==> config.mk <==
export PLATFORM = sky130hd
export DESIGN_NAME = system_tick_timer
export DESIGN_NICKNAME = d
export VERILOG_FILES = /design/src/tick_pkg.sv /design/src/system_tick_timer.sv
export SDC_FILE = /design/constraint.sdc
export NUM_CORES = 1
export LEC_CHECK = 0
export BUFFER_PORTS_ARGS = -buffer_cell sky130_fd_sc_hd__clkbuf_2
export CELL_PAD_IN_SITES_DETAIL_PLACEMENT = 0
export CELL_PAD_IN_SITES_GLOBAL_PLACEMENT = 1
export CORE_ASPECT_RATIO = 0.5
export CORE_MARGIN = 2
export CORE_UTILIZATION = 46
export DETAILED_ROUTE_END_ITERATION = 16
export MAX_ROUTING_LAYER = met4
export PLACE_DENSITY = 0.91
export SKIP_LAST_GASP = 1
export SYNTH_ARGS = -nofsm -noshare
export SYNTH_HDL_FRONTEND = slang
export SYNTH_SLANG_ARGS = --single-unit
==> constraint.sdc <==
create_clock -name mclk_i -period 4.25 [get_ports mclk_i]
set_input_delay 0.2125 -clock mclk_i [delete_from_list [all_inputs] [get_ports mclk_i]]
set_output_delay 0.2125 -clock mclk_i [all_outputs]
set_load 0.02 [all_outputs]
==> src/tick_pkg.sv <==
package tick_pkg;

    // ==========================================================
    // register map (byte addresses)
    localparam logic [31:0] CSR_ADDR    = 32'he000_e010;
    localparam logic [31:0] RELOAD_ADDR = 32'he000_e014;
    localparam logic [31:0] CURRENT_ADDR = 32'he000_e018;
    localparam logic [31:0] CALIB_ADDR  = 32'he000_e01c;
    localparam logic [31:0] IRQ_MASK_ADDR = 32'he000_e020;
    localparam logic [31:0] IRQ_STAT_ADDR = 32'he000_e024;

    // ==========================================================
    // field positions
    localparam int ENABLE_BIT   = 0;
    localparam int IRQ_EN_BIT   = 1;
    localparam int CLK_SEL_BIT  = 2;
    localparam int WRAP_BIT     = 16;
    localparam int COUNT_W      = 24;

    // ==========================================================
    // reset and fixed values
    localparam logic [31:0] CSR_RESET    = 32'h0000_0000;
    localparam logic [31:0] CALIB_VALUE  = 32'hc000_0000;
    localparam logic [23:0] COUNT_RESET  = 24'h00_0000;
    localparam logic [1:0]  IRQ_MASK_RESET = 2'h0;
    localparam logic [31:0] APB_ERR_DATA = 32'h0000_0000;

    // ==========================================================
    // carriers
    typedef struct packed {
        logic        psel;
        logic        penable;
        logic        pwrite;
        logic [31:0] paddr;
        logic [31:0] pwdata;
    } apb_req_s;

    typedef struct packed {
        logic        enable;
        logic        irq_en;
        logic        clk_sel;
        logic        wrap;
        logic [23:0] reload;
        logic [23:0] count;
        logic        running;
        logic [1:0]  irq_stat;
        logic [1:0]  irq_mask;
        logic        tick_req;
        logic        irq;
        logic [31:0] prdata;
        logic        pready;
        logic        pslverr;
        logic [2:0]  ref_sync;
        logic        ref_level;
    } tick_state_s;

endpackage : tick_pkg

==> src/system_tick_timer.sv <==
// Register access over APB is this design's own decision.
`timescale 1ns/1ps
// Summary of operation
// - enabled counter decrements to zero, reloads on the next counting step, then keeps decrementing
// - reload value zero stops counting at the next wrap
// - each counting step from one to zero sets the sticky wrap flag, except when a current value write lands in the same cycle
// - wrap flag at control bit 16; reading control register clears it
// - any write to current value clears count and wrap flag
// - current value clear never raises the tick request
// - debug halt holds the counter
// - control bit 2 selects clock: 0 external reference, 1 processor clock
// - control bit 1 lets reaching zero assert the tick request
// - control bit 0 enables counting
// - 24-bit reload loaded on enable and on each zero
// - events only on the step from one to zero
// - current value read returns live 24-bit count
// - calibration reads 0xC000_0000
// - counter advanced by the processor clock or by sampled reference edges, as control bit 2 selects
module system_tick_timer (
    input  wire logic        mclk_i,
    input  wire logic        rst_n_i,
    input  wire logic        psel_i,
    input  wire logic        penable_i,
    input  wire logic        pwrite_i,
    input  wire logic [31:0] paddr_i,
    input  wire logic [31:0] pwdata_i,
    input  wire logic        debug_halt_i,
    input  wire logic        ref_clk_i,
    output logic      [31:0] prdata_o,
    output logic             pready_o,
    output logic             pslverr_o,
    output logic             tick_req_o,
    output logic             irq_o
);

    // ==========================================================
    // state
    tick_pkg::tick_state_s st_r;
    tick_pkg::tick_state_s st_nxt;
    tick_pkg::apb_req_s    req;

    assign req = '{psel: psel_i, penable: penable_i, pwrite: pwrite_i,
                   paddr: paddr_i, pwdata: pwdata_i};

    function automatic logic [31:0] word24(input logic [23:0] v);
        word24 = {8'h00, v};
    endfunction : word24

    // decoded register window, anything else answers with an error
    function automatic logic mapped(input logic [31:0] a);
        mapped = (a == tick_pkg::CSR_ADDR) || (a == tick_pkg::RELOAD_ADDR) ||
                 (a == tick_pkg::CURRENT_ADDR) || (a == tick_pkg::CALIB_ADDR) ||
                 (a == tick_pkg::IRQ_MASK_ADDR) || (a == tick_pkg::IRQ_STAT_ADDR);
    endfunction : mapped

    // ==========================================================
    // next state
    logic setup;
    logic acc;
    logic wr;
    logic rd;
    logic step;
    logic hit_zero;
    logic ref_rise;
    logic [1:0] ev;

    always_comb begin
        st_nxt   = st_r;
        setup    = req.psel && !req.penable;
        // writes land at the access edge where ready is seen high
        acc      = req.psel && req.penable && st_r.pready;
        wr       = acc && req.pwrite;
        rd       = setup && !req.pwrite;
        hit_zero = 1'b0;
        ev       = 2'b00;
        // reference clock sampled through three stages
        st_nxt.ref_sync = {st_r.ref_sync[1:0], ref_clk_i};
        if (st_r.ref_sync[2] == st_r.ref_sync[1]) begin
            st_nxt.ref_level = st_r.ref_sync[2];
        end
        ref_rise = st_nxt.ref_level && !st_r.ref_level;
        // processor clock or reference edge
        step = st_r.clk_sel ? 1'b1 : ref_rise;
        st_nxt.tick_req = 1'b0;
        if (st_r.enable && st_r.running && step && !debug_halt_i) begin
            if (st_r.count == 24'h00_0001) begin
                st_nxt.count = 24'h00_0000;
                hit_zero     = 1'b1;
            end else if (st_r.count == 24'h00_0000) begin
                st_nxt.count = st_r.reload;
                if (st_r.reload == 24'h00_0000) begin
                    st_nxt.running = 1'b0;
                end
            end else begin
                st_nxt.count = st_r.count - 24'h00_0001;
            end
        end
        if (hit_zero) begin
            st_nxt.tick_req = st_r.irq_en;
            ev[0]           = 1'b1;
            ev[1]           = st_r.irq_en;
        end
        // ======================================================
        // apb slave, answers in the setup cycle's next edge
        st_nxt.pready  = setup;
        st_nxt.pslverr = 1'b0;
        st_nxt.prdata  = tick_pkg::APB_ERR_DATA;
        if (setup && !mapped(req.paddr)) begin
            st_nxt.pslverr = 1'b1;
        end
        if (rd) begin
            unique case (req.paddr)
                tick_pkg::CSR_ADDR: begin
                    st_nxt.prdata = 32'h0000_0000;
                    st_nxt.prdata[tick_pkg::WRAP_BIT]    = st_r.wrap;
                    st_nxt.prdata[tick_pkg::CLK_SEL_BIT] = st_r.clk_sel;
                    st_nxt.prdata[tick_pkg::IRQ_EN_BIT]  = st_r.irq_en;
                    st_nxt.prdata[tick_pkg::ENABLE_BIT]  = st_r.enable;
                    st_nxt.wrap = 1'b0;
                end
                tick_pkg::RELOAD_ADDR:   st_nxt.prdata = word24(st_r.reload);
                tick_pkg::CURRENT_ADDR:  st_nxt.prdata = word24(st_r.count);
                tick_pkg::CALIB_ADDR:    st_nxt.prdata = tick_pkg::CALIB_VALUE;
                tick_pkg::IRQ_MASK_ADDR: st_nxt.prdata = {30'h0000_0000, st_r.irq_mask};
                tick_pkg::IRQ_STAT_ADDR: begin
                    st_nxt.prdata   = {30'h0000_0000, st_r.irq_stat};
                    st_nxt.irq_stat = 2'b00;
                end
                default: st_nxt.pslverr = 1'b1;
            endcase
        end
        if (wr) begin
            unique case (req.paddr)
                tick_pkg::CSR_ADDR: begin
                    st_nxt.enable  = req.pwdata[tick_pkg::ENABLE_BIT];
                    st_nxt.irq_en  = req.pwdata[tick_pkg::IRQ_EN_BIT];
                    st_nxt.clk_sel = req.pwdata[tick_pkg::CLK_SEL_BIT];
                    if (req.pwdata[tick_pkg::ENABLE_BIT] && !st_r.enable) begin
                        st_nxt.count   = st_r.reload;
                        st_nxt.running = 1'b1;
                    end
                end
                tick_pkg::RELOAD_ADDR: begin
                    st_nxt.reload = req.pwdata[23:0];
                    if (req.pwdata[23:0] != 24'h00_0000) begin
                        st_nxt.running = 1'b1;
                    end
                end
                tick_pkg::CURRENT_ADDR: begin
                    st_nxt.count    = 24'h00_0000;
                    st_nxt.wrap     = 1'b0;
                    st_nxt.tick_req = 1'b0;
                    ev              = 2'b00;
                    hit_zero        = 1'b0;
                end
                tick_pkg::IRQ_MASK_ADDR: st_nxt.irq_mask = req.pwdata[1:0];
                tick_pkg::CALIB_ADDR: ;
                tick_pkg::IRQ_STAT_ADDR: ;
                default: ;
            endcase
        end
        // flags set after read clears so a new event wins; a current value write drops the event
        if (hit_zero) begin
            st_nxt.wrap = 1'b1;
        end
        st_nxt.irq_stat = st_nxt.irq_stat | ev;
        st_nxt.irq      = |(st_nxt.irq_stat & st_nxt.irq_mask);
    end

    // ==========================================================
    // registers
    always_ff @(posedge mclk_i or negedge rst_n_i) begin
        if (!rst_n_i) begin
            st_r          <= '0;
            st_r.count    <= tick_pkg::COUNT_RESET;
            st_r.irq_mask <= tick_pkg::IRQ_MASK_RESET;
            st_r.running  <= 1'b1;
        end else begin
            st_r <= st_nxt;
        end
    end

    assign prdata_o   = st_r.prdata;
    assign pready_o   = st_r.pready;
    assign pslverr_o  = st_r.pslverr;
    assign tick_req_o = st_r.tick_req;
    assign irq_o      = st_r.irq;

endmodule : system_tick_timer

==> results of run 1 <==
## logic make-up (layout without fill, tap and decap cells)
logic type / Yosys count / count (layout) / share of synthesized area
compound gates: 127 / 127 / 0.165
xor+xnor: 1 / 1 / 0.00166
fa+ha+maj: 4 / 4 / 0.00902
buf+inv: 78 / 136 / 0.0859
flops: 90 / 90 / 0.427
mux: 40 / 40 / 0.0840
other cells: 1 / 6 / 0.000711
simple gates: 211 / 211 / 0.227
## metal layers
layer  up-vias  wire length, um  global-route usage  part of all wire
met4         0              205              0.0550             0.013
li1       2138                -                   -                 -
met1      2295             7420               0.396              0.49
met5         -                0                   -                 0
met3        19             1330              0.0575             0.087
met2       264             6340               0.377              0.41
## critical path, delay by kind of cell, from the launching register on
kind	cells	cell delay (ns)
simple gates	3	1.54
flops	1	0.48
compound gates	3	0.46
fa+ha+maj	1	0.26
buf+inv	1	0.12
## registers in the layout, summed over array words and instances, names as in the netlist
register	flops
irq_o	1
pready_o	1
pslverr_o	1
st_r	59
st_nxt	2
tick_req_o	1
prdata_o	25
## cell type report
class | instances | area [um2]
clock buffer | 10 | 229
clock inverter | 6 | 67.6
fill | 1021 | 5130
inverter | 17 | 63.8
multi-input combinational | 389 | 2600
sequential | 90 | 2250
tap | 145 | 181
timing repair buffer | 103 | 551
## path summary, 6_finish.rpt
check | slack [ns] | from | depth (start not counted) | endpoint
worst max-delay path | 1.28 | st_r[45]$_DFF_PN0_ | 8 | st_r[67]$_DFF_PN0_
worst min-delay path | 0.10 | pwdata_i[8] | 3 | st_r[77]$_DFFE_PN0P_
worst max register to register | 1.28 | st_r[45]$_DFF_PN0_ | 8 | st_r[67]$_DFF_PN0_
worst min register to register | 0.36 | st_nxt[2]$_DFF_PN0_ | 0 | st_nxt[3]$_DFF_PN0_
max in group asynchronous | 2.86 | rst_n_i | 3 | prdata_o[6]$_DFF_PN0_
min in group asynchronous | 0.45 | rst_n_i | 2 | pslverr_o$_DFF_PN0_
## through the flow
| stage | power [mW] | util |
|---|---|---|
| 2_1_floorplan | 0.904 | - |
| 3_3_place_gp | 0.954 | 0.508 |
| 3_5_place_dp | 0.956 | 0.508 |
| 4_1_cts | 1.74 | 0.537 |
| 5_1_grt | 1.79 | 0.537 |
| 6_report | 1.73 | 0.537 |
## layout by cell type, fill, tap and decap left out, drive strengths merged, types with 5 or more instances in the layout
master and n:
a21oi 11, a22oi 29, and4 6, buf 10, clkbuf 101, conb 6
dfrtp 89, inv 17, mux2 34, mux2i 6, nand2 34, nand3 12
nand4 14, nor2 61, nor3 20, nor4 30, o21ai 41, o31ai 5
or4 6
## power by group through the flow
| stage | combinational [mW] | sequential (mW) | clock (mW) |
|---|---|---|---|
| finish | 0.0790 | 0.861 | 0.794 |
| detailed placement | 0.0784 | 0.877 | 0 |
| global route | 0.0892 | 0.861 | 0.837 |
| CTS | 0.0800 | 0.861 | 0.803 |
| global placement | 0.0771 | 0.877 | 0 |
| floorplan | 0.0251 | 0.879 | 0 |
==> results.md, run 1 <==
- Cts hold-fix bufs: 2
- Setup crit start kind: flip-flop
- Yosys reg bits: 90
- Critical Path, Cell by Cell: inv_1 -> ha_1 -> nor4b_1 -> nand4_1 -> or4_2 -> a21oi_1 -> o21ai_0 -> a22o_1
- Rel. slew slack: 0.290
- Resized Gates After CTS: 0
- Slowest CP cell: or4_2
- Setup TNS: 0 ns
- Seq/Total Area, Yosys: 0.427
- Peak supply drop: 167 uV
- Total I/O pin count: between 100 and 150
- CTS Buf Count: 9
- Fin crit period: 2.97 ns
- HP Class: input pin to flip-flop
- Worst-Skew Late Latency: 0.35 ns
- Crit path max fanout: 7
- GP Congestion: around 0.97
- Crit path kind: flip-flop to flip-flop
- All-Layer GR Usage: 0.268
- First-pass GRT wire length: 24,700 um
- Largest net degree at the start of global routing: 52
- Placed cell area: 5630 um2
- Overflow after GRT: 0
- DRC Markers: 0
- Rows: 27
- DP HPWL: 11,100 um
- Pwr dens: 292 nW/um2
- Syn. warnings: 0
- Netlist cell types: 71
- Post-route ant nets: 0
- CTS Buffer Depth: 2
- Power share of the combinational group: 0.046
- Worst hold margin: 0.101 ns
- Asr flop ratio synth: 1.00
- Antenna diodes: 0
- CTS Root Cell: clkbuf_16
- Hold Vio Cnt, Final: 0
- Drt pass-1 iters: 8
- Largest cells by area after synthesis: dfrtp_1 42%, mux2_2 7.0%, buf_4 4.6%
- Share of cells above drive strength 1: 0.275
- Synth top area share: 0.422
- Clock skew: 0.0134 ns
- Worst-path clk slew: 0.07 ns
- Routed len/inst: 20.1 um
- Vias per cell: 6.21
- Die Span Y: about 80 um
- Starting Density: 0.476
- WP data required: 4.47 ns
- Sw frac: 0.224
- Clock Sinks: 90
- CTS tree: done
- Core area: 11,100 um2
- Mapped Area: 5270 um2
- Post-Place Setup Slack: 1.39 ns
- Dominant synthesized flop cell: dfrtp_1
- Initial antenna violation count: 0
- H-tree depth: 3
- Critical Path Sink Type: flip-flop
- Vias in the first global route: about 4.5k
- Crit share post-route: 0.700
- Most numerous cell in the Yosys netlist: dfrtp_1
- DRT iter0 DRCs: 561
- Worst path max stage delay: between 0.6 and 0.7 ns
- Slew of the pin with the lowest slew margin: 1.06 ns
- Final net count: approximately 680
- Setup slack after layout: 1.28 ns
- Static leakage: 2.73 nW
- Setup Viol. Count Final: 0
- Fin cells: 760
- Switching Power: roughly 0.4 mW
- FMAX: 336 MHz
- RSZ-0062 raised after global routing: no
- Die ar.: 12,400 um2
- Share of power burned in registers: 0.497
- Area Growth Syn to Fin: 12.8%
- Outcome: finished, final reports clean
- Max-Cap Viols: 0
- Int Pwr: 1.35 mW
- Clock power frac: 0.458
- Mapped Avg Cell Area: 9.55 um2
- Gate Count Post-Synth: 552
- Placed insts: between 700 and 800
- Post-synth EDFFs: 0
- Post-synth top area cell: dfrtp_1
- Slew Limit Fails: 0
- Via count: approximately 4.7k
- Final Cell Area: 5950 um2
- Die Width: 155 um
- WL final: 15,300 um
- Commonest cells in the netlist: 89 x dfrtp_1, 60 x nor2_1, 38 x o21ai_0, 34 x nand2_1, 33 x mux2_2
- Port Buffers: 92
- Post-CTS setup repair buffer count: 0
- CP arrival: roughly 3.2 ns
No activity file was read; power rests on OpenSTA's default activity.
==> run 2: changes to the inputs <==
--- a/config.mk
+++ b/config.mk
@@ -10,10 +10,10 @@
 export CELL_PAD_IN_SITES_GLOBAL_PLACEMENT = 1
 export CORE_ASPECT_RATIO = 0.5
 export CORE_MARGIN = 2
-export CORE_UTILIZATION = 46
+export CORE_UTILIZATION = 42
 export DETAILED_ROUTE_END_ITERATION = 16
 export MAX_ROUTING_LAYER = met4
-export PLACE_DENSITY = 0.91
+export PLACE_DENSITY = 0.84
 export SKIP_LAST_GASP = 1
 export SYNTH_ARGS = -nofsm -noshare
 export SYNTH_HDL_FRONTEND = slang
==> constraint.sdc (replaced) <==
create_clock -name mclk_i -period 2.85 [get_ports mclk_i]
set_input_delay 0.1425 -clock mclk_i [delete_from_list [all_inputs] [get_ports mclk_i]]
set_output_delay 0.1425 -clock mclk_i [all_outputs]
set_load 0.02 [all_outputs]
==> run 2 against run 1 <==
Via count up 0.66%; worst setup slack lost 1.0 ns; sequential share of layout area fell by 1.9 points; routed wire length is 6.7% higher; hold slack got worse by 0.058 ns; die area increased by 9.1%; maximum frequency increased by 15%; clock-buffer cell count rose by 1; register-to-register slack worse by 1.0 ns; total power increased by 53%; critical path type unchanged.
==> results.md, run 2 (synthesis gave the netlist of run 1 again) <==
- First-pass GRT wire length: 25,900 um (+5.1%)
- Power share of the combinational group: 0.045 (about the same)
- CTS Buf Count: 9 (unchanged)
- Clock skew: 0.00896 ns (-0.00446 ns)
- Slowest CP cell: or4_1
- Fill count: 1,133 (+11%)
- Commonest non-fill, non-tap cell in the layout: clkbuf_2
- Final net count: 715 (+4.5%)
- CTS Root Cell: clkbuf_16
- Peak supply drop: 249 uV (+50%)
- WP data required: 3.12 ns (-1.35 ns)
- CP arrival: 2.86 ns (-0.34 ns)
- Setup TNS: 0 ns (unchanged)
- Worst Hold Launch: pwdata_i[8]
- Largest net degree at the start of global routing: 51 (-1.9%)
- RR Startpoint: st_r[52]$_DFF_PN0_
- Post-Place Setup Slack: 0.318 ns (-1.07 ns)
- Starting Density: 0.439 (-0.0371)
- Area Growth Syn to Fin: 18.6%
- Port Buffers: 92 (unchanged)
- Fin crit period: 2.59 ns (-0.383 ns)
- Clock power frac: 0.471 (+0.013)
- Clock Sinks: 90 (unchanged)
- Rel. slew slack: 0.460 (+0.170)
- Share of cells above drive strength 1: 0.311 (+0.0363)
- Critical Path Sink Type: flip-flop
- Crit share post-route: 0.909 (+0.209)
- Placed cell area: 5920 um2 (+5.1%)
- Die ar.: 13,500 um2 (+9.1%)
- Static leakage: 2.90 nW (+5.9%)
- Outcome: finished, final reports clean
- Crit path buf inv count: 1 (unchanged)
- Pwr dens: 424 nW/um2 (+46%)
- Critical Path, Cell by Cell: or4_1 -> or3_1 -> buf_4 -> nor4_4 -> xnor2_1 -> a211o_1 -> a21oi_1
- Routed len/inst: 20.1 um (about the same)
- Register name with the most flops: st_r
- Overflow after GRT: 0 (unchanged)
- Via count: 4,747 (+0.66%)
- Die Span Y: 83.2 um (+4.4%)
- Setup slack after layout: 0.259 ns (-1.02 ns)
- HP Class: input pin to flip-flop
- Worst path max stage delay: 0.61 ns (about the same)
- DRT iter0 DRCs: 517 (-7.8%)
- Vias in the first global route: 4,633 (+3.3%)
- Die Width: 162 um (+4.5%)
- Drt pass-1 iters: 5 (-3)
- CTS tree: done
- DRC Markers: 0 (unchanged)
- Slew of the pin with the lowest slew margin: 0.801 ns (-0.260 ns)
- Share of power burned in registers: 0.484 (-0.013)
- Rows: 28 (+3.7%)
- Hold Vio Cnt, Final: 0 (unchanged)
- Slew Limit Fails: 0 (unchanged)
- Crit path kind: flip-flop to flip-flop
- FMAX: 386 MHz (+15%)
- Final Cell Area: 6260 um2 (+5.2%)
- Final core occ: 0.521 (-0.0163)
- Switching Power: 0.597 mW (+54%)
- CTS Buffer Depth: 2 (unchanged)
- Setup Viol. Count Final: 0 (unchanged)
- Final Power: 2.66 mW (+53%)
- Total I/O pin count: 107 (unchanged)
- Setup crit start kind: flip-flop
- Antenna diodes: 0 (unchanged)
- H-tree depth: 3 (unchanged)
- Worst-Skew Late Latency: 0.35 ns (about the same)
- RSZ-0062 raised after global routing: no
- Number of flip-flops in the largest register: 59 (unchanged)
- Initial antenna violation count: 0 (unchanged)
- WL final: 16,300 um (+6.7%)
- CP delay by family, top: simple AND/OR/NAND/NOR gates
- DP HPWL: 12,200 um (+9.0%)
- Crit path max fanout: 10 (+3)
- Critical path launch point: st_r[52]$_DFF_PN0_
- Worst-path clk slew: 0.07 ns (about the same)
- All-Layer GR Usage: 0.257 (-0.0105)
- Int Pwr: 2.06 mW (+53%)
- Max-Cap Viols: 0 (unchanged)
- Vias per cell: 5.85 (-5.7%)
- Commonest cells after routing, fill and taps aside: 91 x clkbuf_2, 89 x dfrtp_1, 60 x nor2_1
- GP Congestion: 0.930 (-4.6%)
- Core area: 12,000 um2 (+8.4%)
- Post-CTS setup repair buffer count: 0 (unchanged)
- Sw frac: 0.225 (+0.000889)
- Post-route ant nets: 0 (unchanged)
## run 2: cell types whose count changed in the layout (fill, tap and decap cells not counted)
cell	previous run	this run
buf_4	10	38
buf_12	0	3
clkbuf_8	0	2
clkinv_4	2	0
clkbuf_1	1	0
clkinv_2	1	0
clkinvlp_4	2	3
inv_6	0	1
nor3_2	1	2
nor3_4	2	1
## run 2: final cells by class
type	instances	area, um2	share of cell area
tap	165	206	0.0330
multi-input combinational	389	2600	0.415
sequential	90	2250	0.360
clock buffer	11	253	0.0404
clock inverter	5	61.3	0.00980
timing repair buffer	134	821	0.131
inverter	17	63.8	0.0102
## run 2: final timing paths
path,end,slack [ns],depth (start not counted)
setup / recovery,st_r[66]$_DFF_PN0_,0.26,7
hold / removal,st_r[77]$_DFFE_PN0P_,0.04,3
setup reg to reg,st_r[66]$_DFF_PN0_,0.26,7
hold reg to reg,st_nxt[3]$_DFF_PN0_,0.35,0
max in group asynchronous,st_r[44]$_DFF_PN1_,1.71,3
min in group asynchronous,prdata_o[30]$_DFF_PN0_,0.35,2
## run 2: worst min-delay path, cell delays in order
cell and delay [ns]:
clkbuf_2 0.09, nand2_1 0.05, o21ai_0 0.06
## run 2: routing by layer
layer | share of wire | wire length [um] | global-route usage
met1 | 0.49 | 8050 | 0.381
met2 | 0.41 | 6660 | 0.349
met3 | 0.088 | 1440 | 0.0679
met4 | 0.011 | 178 | 0.0547
met5 | 0 | 0 | -
## run 2: repair_timing
action / CTS / global route
hold buffers: 2 / 0
gates resized for setup: 0 / 0
endpoints found under the hold margin: 49 / 0
## run 2: through the flow
stage / cells / hold slack [ns]
2_1_floorplan: 557 / -0.153
3_3_place_gp: 793 / 0.179
3_5_place_dp: 793 / 0.194
4_1_cts: 811 / 0.0372
5_1_grt: 811 / 0.0456
6_report: 811 / 0.0435
## run 2: power groups by stage
stage | logic [mW] | clock network, mW | registers, mW
after floorplan | 0.0375 | 0 | 1.31
after global placement | 0.116 | 0 | 1.31
after detailed placement | 0.120 | 0 | 1.31
after CTS | 0.122 | 1.27 | 1.28
after global routing | 0.136 | 1.33 | 1.28
final | 0.120 | 1.25 | 1.28
==> run 3: changes to the inputs <==
--- a/config.mk
+++ b/config.mk
@@ -14,6 +14,7 @@
 export DETAILED_ROUTE_END_ITERATION = 16
 export MAX_ROUTING_LAYER = met4
 export PLACE_DENSITY = 0.84
+export REMOVE_ABC_BUFFERS = 1
 export SKIP_LAST_GASP = 1
 export SYNTH_ARGS = -nofsm -noshare
 export SYNTH_HDL_FRONTEND = slang
==> run 3 against run 2 <==
Global-route usage shrank 0.55 points; register-to-register slack got worse by 0.04 ns; total power up 2.1%; critical path depth is the same; die area unchanged; critical endpoint is now st_r[60]$_DFF_PN0_; largest power group is now clock; highest routed layer unchanged.
==> results.md, run 3 (synthesis gave the netlist of run 1 again) <==
- Register name with the most flops: st_r
- Worst-Skew Late Latency: 0.35 ns (about the same)
- Slew Limit Fails: 0 (unchanged)
- Clock Sinks: 90 (unchanged)
- Slew of the pin with the lowest slew margin: 1.08 ns (+0.280 ns)
- Fin crit period: 2.64 ns (+0.0443 ns)
- Area of the multi-input gates: 2600 um2 (unchanged)
- Final net count: 712 (-0.42%)
- CTS Buf Count: 9 (unchanged)
- Routed len/inst: 19.6 um (-2.5%)
- Die Span Y: 83.2 um (unchanged)
- HP Class: input pin to flip-flop
- Worst hold margin: 0.0254 ns (-0.0181 ns)
- Resized Gates After CTS: 0 (unchanged)
- FMAX: 379 MHz (-1.7%)
- Crit path kind: flip-flop to flip-flop
- Max-Cap Viols: 0 (unchanged)
- Commonest non-fill, non-tap cell in the layout: clkbuf_2
- Final Power: 2.71 mW (+2.1%)
- Starting Density: 0.439 (unchanged)
- Hold Vio Cnt, Final: 0 (unchanged)
- Cts hold-fix bufs: 2 (unchanged)
- Critical Path Sink Type: flip-flop
- Fin cells: 808 (-0.37%)
- Setup crit start kind: flip-flop
- Number of flip-flops in the largest register: 59 (unchanged)
- Static leakage: 2.90 nW (about the same)
- WL final: 15,900 um (-2.9%)
- DP HPWL: 11,700 um (-3.8%)
- Largest net degree at the start of global routing: 54 (+5.9%)
- Fill count: 1,144 (+0.97%)
- Vias in the first global route: 4,506 (-2.7%)
- Rows: 28 (unchanged)
- Antenna diodes: 0 (unchanged)
- Area Growth Syn to Fin: 17.9%
- Share of cells above drive strength 1: 0.308 (-0.00321)
- GP Congestion: 0.969 (+4.1%)
- Die ar.: 13,500 um2 (unchanged)
- Port Buffers: 92 (unchanged)
- Sequential cell area: 2250 um2 (unchanged)
- DRT iter0 DRCs: 385 (-26%)
- DRC Markers: 0 (unchanged)
- Outcome: finished, final reports clean
- Vias per cell: 5.84 (-0.20%)
- Commonest cells after routing, fill and taps aside: 91 x clkbuf_2, 89 x dfrtp_1, 60 x nor2_1
- Setup Viol. Count Final: 0 (unchanged)
- Clock skew: 0.00642 ns (-0.00254 ns)
- H-tree depth: 3 (unchanged)
- Crit share post-route: 0.925 (+0.0155)
- All-Layer GR Usage: 0.251 (-0.00554)
- Post-CTS setup repair buffer count: 0 (unchanged)
- CTS Root Cell: clkbuf_16
- WP data required: 3.08 ns (-0.04 ns)
- Core area: 12,000 um2 (unchanged)
- Die Width: 162 um (unchanged)
- Worst-path clk slew: 0.07 ns (about the same)
- Placed insts: 790 (-0.38%)
- Post-Place Setup Slack: 0.268 ns (-0.0505 ns)
- RSZ-0062 raised after global routing: no
- Setup slack after layout: 0.215 ns (-0.0443 ns)
- Overflow after GRT: 0 (unchanged)
- CP arrival: 2.86 ns (about the same)
- Pwr dens: 436 nW/um2 (+2.7%)
- Peak supply drop: 265 uV (+6.3%)
- CTS tree: done
- Crit path max fanout: 13 (+3)
- First-pass GRT wire length: 25,400 um (-2.1%)
- Post-route ant nets: 0 (unchanged)
- CTS Buffer Depth: 2 (unchanged)
- Rel. slew slack: 0.276 (-0.184)
- Via count: 4,720 (-0.57%)
- Drt pass-1 iters: 5 (unchanged)
- Total I/O pin count: 107 (unchanged)
- Initial antenna violation count: 0 (unchanged)
run 3: cell types whose count changed in the layout (fill, tap and decap cells not counted):
cell,delta
buf_12,-2
buf_4,-1
bufinv_16,+1
clkbuf_8,-2
clkinv_2,+1
clkinv_4,+2
clkinvlp_4,-3
inv_6,+1
run 3: where the power goes:
| group | internal [mW] | total [mW] | switching, mW | leakage [nW] |
|---|---|---|---|---|
| Sequential | 1.28 | 1.28 | 0.00255 | 1.21 |
| Combinational | 0.0473 | 0.122 | 0.0748 | 1.53 |
| Clock | 0.776 | 1.31 | 0.529 | 0.160 |
| Total | 2.11 | 2.71 | 0.607 | 2.90 |
run 3: metal layers:
| layer | wire length (um) | GRT usage |
|---|---|---|
| met4 | 186 | 0.0531 |
| met3 | 1130 | 0.0544 |
| met1 | 8030 | 0.387 |
| met2 | 6500 | 0.333 |
| met5 | 0 | - |
run 3: critical path: stages (launching register included):
cell,delay [ns]
dfrtp_1,0.46
buf_4,0.19
nor4_4,0.38
and2_1,0.34
and4_1,0.30
nor2_1,0.25
a22o_1,0.30
a211o_1,0.29
run 3: final timing paths:
kind	from	end	slack, ns	cells after the start
setup / recovery	st_r[49]$_DFF_PN0_	st_r[60]$_DFF_PN0_	0.21	7
hold / removal	pwdata_i[22]	st_r[91]$_DFFE_PN0P_	0.03	3
setup reg to reg	st_r[49]$_DFF_PN0_	st_r[60]$_DFF_PN0_	0.21	7
hold reg to reg	st_nxt[2]$_DFF_PN0_	st_nxt[3]$_DFF_PN0_	0.35	0
max in group asynchronous	rst_n_i	st_r[76]$_DFFE_PN0P_	1.81	3
min in group asynchronous	rst_n_i	prdata_o[30]$_DFF_PN0_	0.39	2
run 3: layout make-up:
class | instances | area share
Inverter | 17 | 0.0103
Tap cell | 165 | 0.0332
Clock buffer | 9 | 0.0362
Sequential cell | 90 | 0.362
Multi-Input combinational cell | 389 | 0.418
Clock inverter | 7 | 0.0161
Timing Repair Buffer | 131 | 0.124
run 3: stage by stage:
stage	utilization	instance area, um2	TNS, ns
CTS	0.518	6220	0
finish	0.518	6220	0
detailed placement	0.489	5870	0
global placement	0.489	5870	0
floorplan	-	4900	-34.62
global route	0.518	6220	0
